<file path="config.mk">
export PLATFORM = sky130hd
export DESIGN_NAME = sfp_fsm
export DESIGN_NICKNAME = d
export VERILOG_FILES = /design/src/sfp_pkg.sv /design/src/sfp_fsm.sv
export SDC_FILE = /design/constraint.sdc
export NUM_CORES = 1
export LEC_CHECK = 0
export ABC_AREA = 0
export BUFFER_PORTS_ARGS = -buffer_cell sky130_fd_sc_hd__buf_2
export CAP_MARGIN = 20
export CORE_AREA = 2 2 111 113
export CTS_BUF_LIST = sky130_fd_sc_hd__clkbuf_4 sky130_fd_sc_hd__clkbuf_8
export DETAILED_ROUTE_END_ITERATION = 6
export DIE_AREA = 0 0 113 115
export PLACE_DENSITY = 0.68
export SYNTH_ARGS = -nofsm -noshare
export SYNTH_HDL_FRONTEND = slang
export SYNTH_SLANG_ARGS = --single-unit
</file>
<file path="constraint.sdc">
create_clock -name i_mclk -period 5.84 [get_ports i_mclk]
set_clock_uncertainty 0.15 [all_clocks]
set_input_delay 0.876 -clock i_mclk [delete_from_list [all_inputs] [get_ports i_mclk]]
set_output_delay 0.876 -clock i_mclk [all_outputs]
set_load 0.005 [all_outputs]
</file>
<file path="src/sfp_pkg.sv">
// constants, states and carrier structs for the supply fault protection sequencer
package sfp_pkg;
  // ****************************************************************
  // timing
  // ****************************************************************
  localparam int unsigned CLK_HZ       = 20_000_000;
  localparam int unsigned LATCH_US     = 210;
  localparam int unsigned BROWN_US     = 270;
  localparam int unsigned LREL_US      = 450;
  localparam int unsigned OVLD_MS      = 40;
  localparam int unsigned LATCH_CYC    = (LATCH_US * (CLK_HZ / 1_000_000));
  localparam int unsigned BROWN_CYC    = (BROWN_US * (CLK_HZ / 1_000_000));
  localparam int unsigned LREL_CYC     = (LREL_US * (CLK_HZ / 1_000_000));
  localparam int unsigned OVLD_CYC     = (OVLD_MS * (CLK_HZ / 1_000));
  localparam int unsigned CNT_W        = 20;
  localparam logic [CNT_W-1:0] CNT_ZERO = 20'h0_0000;
  localparam logic [CNT_W-1:0] CNT_ONE  = 20'h0_0001;

  // ****************************************************************
  // states
  // ****************************************************************
  typedef enum logic [2:0] {
    SFP_NORMAL,
    SFP_ODD_SKIP,
    SFP_NON_SWITCH,
    SFP_AUTO_RESTART,
    SFP_BROWNOUT,
    SFP_LATCHED
  } sfp_state_t;

  // comparator indications from the analog front end
  typedef struct packed {
    logic vcc_ovp;        // supply above 25.5 V
    logic otp_trip;       // junction above 130 C
    logic otp_clear;      // junction 50 C below trip point
    logic vcc_above_on;   // supply above 17 V lockout-on level
    logic vcc_above_off;  // supply above 10.5 V lockout-off level
    logic vcc_above_8v;   // supply above 8 V reference-good level
    logic fb_overload;    // feedback above 4.5 V
    logic brl_below_0v4;  // brownout sense below 0.4 V
    logic brl_below_1v;   // brownout sense below 1 V
    logic brl_above_1v25; // brownout sense above 1.25 V
  } sfp_sense_t;

  // status outputs
  typedef struct packed {
    logic gate_en;
    logic softstart;
    logic startup_cell_on;
    logic logic_on;
    logic brownout;
    logic latched;
    logic even_cycle;
  } sfp_status_t;
endpackage

</file>
<file path="src/sfp_fsm.sv">
// supply fault protection and restart sequencer
// Functional notes
// - supply over-voltage enters odd-skip auto restart
// - over-temperature enters non-switch auto restart
// - over-temperature release needs 50 C drop
// - latch only after 210 us continuous low
// - latched off holds gate off
// - undervoltage and shorted opto use normal restart
// - below 10.5V logic off, startup cell on
// - at 17V restart; cycle repeats while faulty
// - feedback overload 40 ms enters odd-skip
// - brownout after 270 us below 1V
// - leave brownout above 1.25V
// - brownout detector from 8V; default at startup
// - brownout: no switching, re-evaluate each cycle
// - latch cleared below 8V supply
// - slow 450 us rise 0.4-1V clears latch
// - odd-skip: odd cycles idle, even cycles detect
// - non-switch: even cycles detect without switching
`timescale 1ns/1ps
`default_nettype none
module sfp_fsm
  import sfp_pkg::*;
(
  input  wire logic        i_mclk,
  input  wire logic        i_nrst,
  input  wire sfp_sense_t  i_sense,
  output var sfp_status_t  o_status,
  output var sfp_state_t   o_state
);

  // ****************************************************************
  // input synchronisers
  // ****************************************************************
  sfp_sense_t s1_q;
  sfp_sense_t s2_q;

  always_ff @(posedge i_mclk or negedge i_nrst) begin
    if (!i_nrst) begin
      s1_q <= '0;
      s2_q <= '0;
    end else begin
      s1_q <= i_sense;
      s2_q <= s1_q;
    end
  end

  // ****************************************************************
  // blanking counters
  // ****************************************************************
  function automatic logic [CNT_W-1:0] blank_next(input logic cond,
                                                  input logic [CNT_W-1:0] cnt,
                                                  input logic [CNT_W-1:0] lim);
    if (!cond) begin
      blank_next = CNT_ZERO;
    end else if (cnt < lim) begin
      blank_next = cnt + CNT_ONE;
    end else begin
      blank_next = cnt;
    end
  endfunction

  logic [CNT_W-1:0] ovl_cnt_q, ovl_cnt_d;
  logic [CNT_W-1:0] lat_cnt_q, lat_cnt_d;
  logic [CNT_W-1:0] bro_cnt_q, bro_cnt_d;
  logic [CNT_W-1:0] rise_cnt_q, rise_cnt_d;
  logic             rising_q, rising_d;
  logic             ovl_hit, lat_hit, bro_hit;
  logic             slow_rise;

  always_comb begin
    ovl_cnt_d = blank_next(s2_q.fb_overload && o_state == SFP_NORMAL,
                           ovl_cnt_q, CNT_W'(OVLD_CYC));
    lat_cnt_d = blank_next(s2_q.brl_below_0v4, lat_cnt_q, CNT_W'(LATCH_CYC));
    // brownout qualification, only above 8 V
    bro_cnt_d = blank_next(s2_q.brl_below_1v && s2_q.vcc_above_8v,
                           bro_cnt_q, CNT_W'(BROWN_CYC));
    // time the rise from 0.4 V to 1 V
    rising_d   = rising_q;
    rise_cnt_d = rise_cnt_q;
    slow_rise  = 1'b0;
    if (s2_q.brl_below_0v4) begin
      rising_d   = 1'b1;
      rise_cnt_d = CNT_ZERO;
    end else if (rising_q && s2_q.brl_below_1v) begin
      rise_cnt_d = blank_next(1'b1, rise_cnt_q, CNT_W'(LREL_CYC));
    end else if (rising_q) begin
      rising_d  = 1'b0;
      slow_rise = (rise_cnt_q >= CNT_W'(LREL_CYC));
    end
  end

  assign ovl_hit = (ovl_cnt_q >= CNT_W'(OVLD_CYC));
  assign lat_hit = (lat_cnt_q >= CNT_W'(LATCH_CYC));
  assign bro_hit = (bro_cnt_q >= CNT_W'(BROWN_CYC));

  always_ff @(posedge i_mclk or negedge i_nrst) begin
    if (!i_nrst) begin
      ovl_cnt_q  <= CNT_ZERO;
      lat_cnt_q  <= CNT_ZERO;
      bro_cnt_q  <= CNT_ZERO;
      rise_cnt_q <= CNT_ZERO;
      rising_q   <= 1'b0;
    end else begin
      ovl_cnt_q  <= ovl_cnt_d;
      lat_cnt_q  <= lat_cnt_d;
      bro_cnt_q  <= bro_cnt_d;
      rise_cnt_q <= rise_cnt_d;
      rising_q   <= rising_d;
    end
  end

  // ****************************************************************
  // supply on/off and restart cycle tracking
  // ****************************************************************
  logic       on_q, on_d;
  logic       odd_q, odd_d;
  logic       otp_hold_q, otp_hold_d;
  logic       cycle_start;
  sfp_state_t st_q, st_d;

  always_comb begin
    on_d        = on_q;
    odd_d       = odd_q;
    cycle_start = 1'b0;
    // below lockout-off the logic turns off
    if (!s2_q.vcc_above_off) begin
      on_d = 1'b0;
    // recharged to lockout-on, new restart cycle
    end else if (!on_q && s2_q.vcc_above_on) begin
      on_d        = 1'b1;
      cycle_start = 1'b1;
      odd_d       = !odd_q;
    end
    otp_hold_d = otp_hold_q;
    if (s2_q.otp_trip) begin
      otp_hold_d = 1'b1;
    end else if (s2_q.otp_clear) begin
      otp_hold_d = 1'b0;
    end
  end

  // ****************************************************************
  // protection state machine
  // ****************************************************************
  logic fault_odd;
  logic even_now;

  assign fault_odd = s2_q.vcc_ovp || ovl_hit;
  assign even_now  = !odd_q;

  always_comb begin
    st_d = st_q;
    case (st_q)
      SFP_NORMAL: begin
        if (fault_odd) begin
          st_d = SFP_ODD_SKIP;
        end else if (otp_hold_q) begin
          st_d = SFP_NON_SWITCH;
        end else if (!on_q) begin
          st_d = SFP_AUTO_RESTART;
        end
      end
      // odd-skip release only on even cycle
      SFP_ODD_SKIP: begin
        if (cycle_start && !odd_d && !s2_q.vcc_ovp) begin
          st_d = SFP_NORMAL;
        end
      end
      SFP_NON_SWITCH: begin
        if (cycle_start && !odd_d && !otp_hold_q) begin
          st_d = SFP_NORMAL;
        end
      end
      SFP_AUTO_RESTART: begin
        if (cycle_start) begin
          st_d = SFP_NORMAL;
        end
      end
      // leave brownout above 1.25 V, checked each cycle
      // brownout exit also needs the logic on (on_q)
      SFP_BROWNOUT: begin
        if (on_q && s2_q.brl_above_1v25) begin
          st_d = SFP_NORMAL;
        end
      end
      SFP_LATCHED: begin
        if (slow_rise) begin
          st_d = SFP_BROWNOUT;
        end
      end
      default: st_d = SFP_BROWNOUT;
    endcase
    if (bro_hit && st_d != SFP_LATCHED) begin
      st_d = SFP_BROWNOUT;
    end
    if (!s2_q.vcc_above_on && !on_q && st_q == SFP_BROWNOUT) begin
      st_d = SFP_BROWNOUT;
    end
    // latch has priority over every restart
    if (lat_hit && st_q != SFP_LATCHED) begin
      st_d = SFP_LATCHED;
    end
    // supply below 8 V forces brownout, clearing the latch
    if (!s2_q.vcc_above_8v) begin
      st_d = SFP_BROWNOUT;
    end
  end

  always_ff @(posedge i_mclk or negedge i_nrst) begin
    if (!i_nrst) begin
      st_q       <= SFP_BROWNOUT;
      on_q       <= 1'b0;
      odd_q      <= 1'b0;
      otp_hold_q <= 1'b0;
    end else begin
      st_q       <= st_d;
      on_q       <= on_d;
      odd_q      <= odd_d;
      otp_hold_q <= otp_hold_d;
    end
  end

  // ****************************************************************
  // outputs
  // ****************************************************************
  sfp_status_t stat_d;

  always_comb begin
    stat_d                 = '0;
    stat_d.logic_on        = on_q;
    stat_d.startup_cell_on = !on_q;
    stat_d.brownout        = (st_q == SFP_BROWNOUT);
    stat_d.latched         = (st_q == SFP_LATCHED);
    stat_d.even_cycle      = even_now;
    // lockout-off stops switching in every state
    if (on_q) begin
      case (st_q)
        SFP_NORMAL:       stat_d.gate_en = 1'b1;
        // soft-start pulses on even cycles only
        SFP_ODD_SKIP: begin
          stat_d.gate_en   = even_now;
          stat_d.softstart = even_now;
        end
        SFP_AUTO_RESTART: begin
          stat_d.gate_en   = 1'b1;
          stat_d.softstart = 1'b1;
        end
        default:          stat_d.gate_en = 1'b0;
      endcase
    end
  end

  always_ff @(posedge i_mclk or negedge i_nrst) begin
    if (!i_nrst) begin
      o_status <= '0;
    end else begin
      o_status <= stat_d;
    end
  end

  assign o_state = st_q;

endmodule
`default_nettype wire

</file>
==> metrics.txt <==
Synth Net Count=510; Top Layer Used=met4; Mapped Area=0.00519 mm²; status=complete, but fails checks; share of post-route cells with drive strength above 1=0.139; Reg clk slew, reported paths=0.07 ns; Syn Area/Cell=10.6 µm²; full die area=0.0130 mm²; first-pass GRT wire length=17,000 µm; failing checks=design-rule violations; Vert. Die Dim=115 µm; transition time of the tightest slew-check pin=0.933 ns; Die X=113 µm; Max VDD drop=0.000134 V; CTS Buffer Depth=2; Port Buffers=21; kind of critical path=reg -> reg; hold depth=0; Net count, final=539; drt total wl=9780 µm; postcts setup bufs=0; asr flop ratio synth=1.00; path depth of the worst reg2reg path=5; sequential share of power=0.476; routed length on met3=406 µm; largest net degree at the start of global routing=64; CTS HTree Levels=4; worst skew pair latency=0.43 ns; met2 routed WL=4610 µm; dpl hpwl=6580 µm; slew margin rel.=0.378; Final Hold Viols=0; row count=40; Via-to-Cell Ratio=5.50; startpoint types=flip-flop; Critical Path End Type=flip-flop; initial DRC count=302; Initial Util=0.440; Antenna diodes=0; Ports=22; Synth Flop Type=dfrtp_1; Combinational Power Share=0.037; Synth top area share=0.544; Sink Count=114; post-route ant nets=0; CTS buffer count=17; Synth area leader=dfrtp_1; Total GRT Usage=0.165; GPL Wtd Cong=0.818; Root Buffer=clkbuf_8; Ys Warns=0; Post-CTS Hold Buffers=0; RSZ-0062 raised after global routing=false; vias in the first global route=3,683; detailed-router iteration count before antenna repair=7; Seq/Total Area, Yosys=0.549; total number of vias=3,734; Crit path required time=6.00 ns; leakage=0.00255 µW; CP max FO=19; clock power share=0.487; Post-synth EDFFs=0; Remaining DRCs=4; FF+latch count, synth=114; WL/cell=14.4 µm; crit path max-delay cell type=or4_1; Area Overhead vs Synth=14.0%; final setup fails=0; WL met1=4600 µm; Sw Share=0.222; post_cts resized=0; Post-Syn Instances=490; CTS tree=built; Period minus WS final=2.30 ns; CP arrival=2.46 ns; MaxCap Viol Count=0; P per Cell Area=297 mW/mm²; Overflow after GRT=0; fmax=435 MHz; final setup TNS=0 ns; final slew viol count=0; Core Area=0.0118 mm²; cell-internal power=1370 µW; Final Util=0.501; top cells by area, synth=dfrtp_1 54%, xnor2_1 3.4%, a21oi_1 3.3%; Hold Crit Class=reg -> reg; final cycle utilization of the critical path=0.394; initial antenna violation count=0; Distinct cells, synth=54; cells along the critical path=nor4_1 -> a21oi_1 -> buf_4 -> or4_1 -> mux2i_1; CP max stage delay=0.55 ns; Psw=390 µW
==> worst paths after layout <==
kind	end	from	slack, ns
worst max-delay path	ovl_cnt_q[11]	ovl_cnt_q[16]	3.54
worst min-delay path	s2_q[4]	s1_q[4]	0.20
worst max register to register	ovl_cnt_q[11]	ovl_cnt_q[16]	3.54
worst min register to register	s2_q[4]	s1_q[4]	0.20
max in group asynchronous	lat_cnt_q[19]	i_nrst	4.01
min in group asynchronous	s1_q[2]	i_nrst	0.35
==> layer usage <==
layer,vias to the layer above,track usage
li1,1832,-
met1,1821,0.209
met2,65,0.259
met3,16,0.0496
met4,0,0.0789
met5,-,0
==> stage by stage <==
step                area (µm²)  cells  worst slack [ns]  total power, µW  hold slack (ns)
global placement          5450    647              3.54              914            0.183
detailed placement        5450    647              3.48              917            0.188
CTS                       5920    679              3.53             1780            0.205
floorplan                 5190    490              3.83              879            0.181
global route              5920    679              3.38             1820            0.218
finish                    5920    679              3.54             1760            0.202
==> kinds of logic after synthesis <==
| kind of cell | after synthesis | synth area share |
|---|---|---|
| buffers and inverters | 35 | 0.0253 |
| and+or+nand+nor | 209 | 0.223 |
| adders and majority gates | 8 | 0.0193 |
| xor gates and xnor gates | 25 | 0.0421 |
| AOI/OAI and AO/OA | 94 | 0.131 |
| muxes | 5 | 0.0101 |
| DFF | 114 | 0.549 |
==> cells in the mapped netlist (9+ instances only) <==
cell type / n
clkbuf_1: 12
nor4_1: 13
o21ai_0: 14
nand2_1: 32
nor2_1: 42
and2_1: 14
and3_1: 14
o31ai_1: 9
or4_1: 9
dfrtp_1: 113
a21oi_1: 34
inv_1: 22
or3_1: 11
nand3_1: 22
nand4_1: 19
xnor2_1: 20
==> worst max-delay path: cells and delay by family (launching register included) <==
kind                   cells  cell delay, ns
flip-flops                 1            0.42
multiplexers               1            0.13
AND/OR/NAND/NOR            2            0.91
AO/OA/AOI/OAI              1            0.29
buffers and inverters      1            0.28
==> cells in the final DEF, fill, tap and decap left out, types with 9 or more instances in the layout <==
cell type  synthesis  routed
nand4_1           19      19
and2_1            14      14
buf_2              0      20
inv_1             22      22
nor4_1            13      13
xnor2_1           20      20
nand2_1           32      32
or3_1             11      11
nor2_1            42      42
or4_1              9       9
dfrtp_1          113     113
o21ai_0           14      14
and3_1            14      14
nand3_1           22      22
o31ai_1            9       9
clkbuf_8           0      19
a21oi_1           34      34
==> final cells by class <==
cell class / count / area [µm²]
Inverter: 22 / 82.6
Fill cell: 1041 / 5890
Tap cell: 147 / 184
Clock inverter: 13 / 208
Sequential cell: 114 / 2850
Multi-Input combinational cell: 341 / 2210
Timing Repair Buffer: 23 / 123
Clock buffer: 19 / 262
==> state kept, by name (all words and copies together) (netlist names) <==
name        count
o_state         3
ovl_cnt_q      20
rise_cnt_q     20
o_status        7
odd_q           1
s1_q           10
lat_cnt_q      20
rising_q        1
otp_hold_q      1
bro_cnt_q      20
s2_q           10
on_q            1
==> power by group through the flow <==
| stage | Clock [µW] | Combinational [µW] | Sequential [µW] |
|---|---|---|---|
| finish | 856 | 64.9 | 836 |
| detailed placement | 0 | 66.6 | 851 |
| global route | 904 | 75.1 | 840 |
| CTS | 876 | 67.0 | 836 |
| floorplan | 0 | 35.8 | 843 |
| global placement | 0 | 63.8 | 850 |
Note: power is estimated with default switching activity, not from simulation.
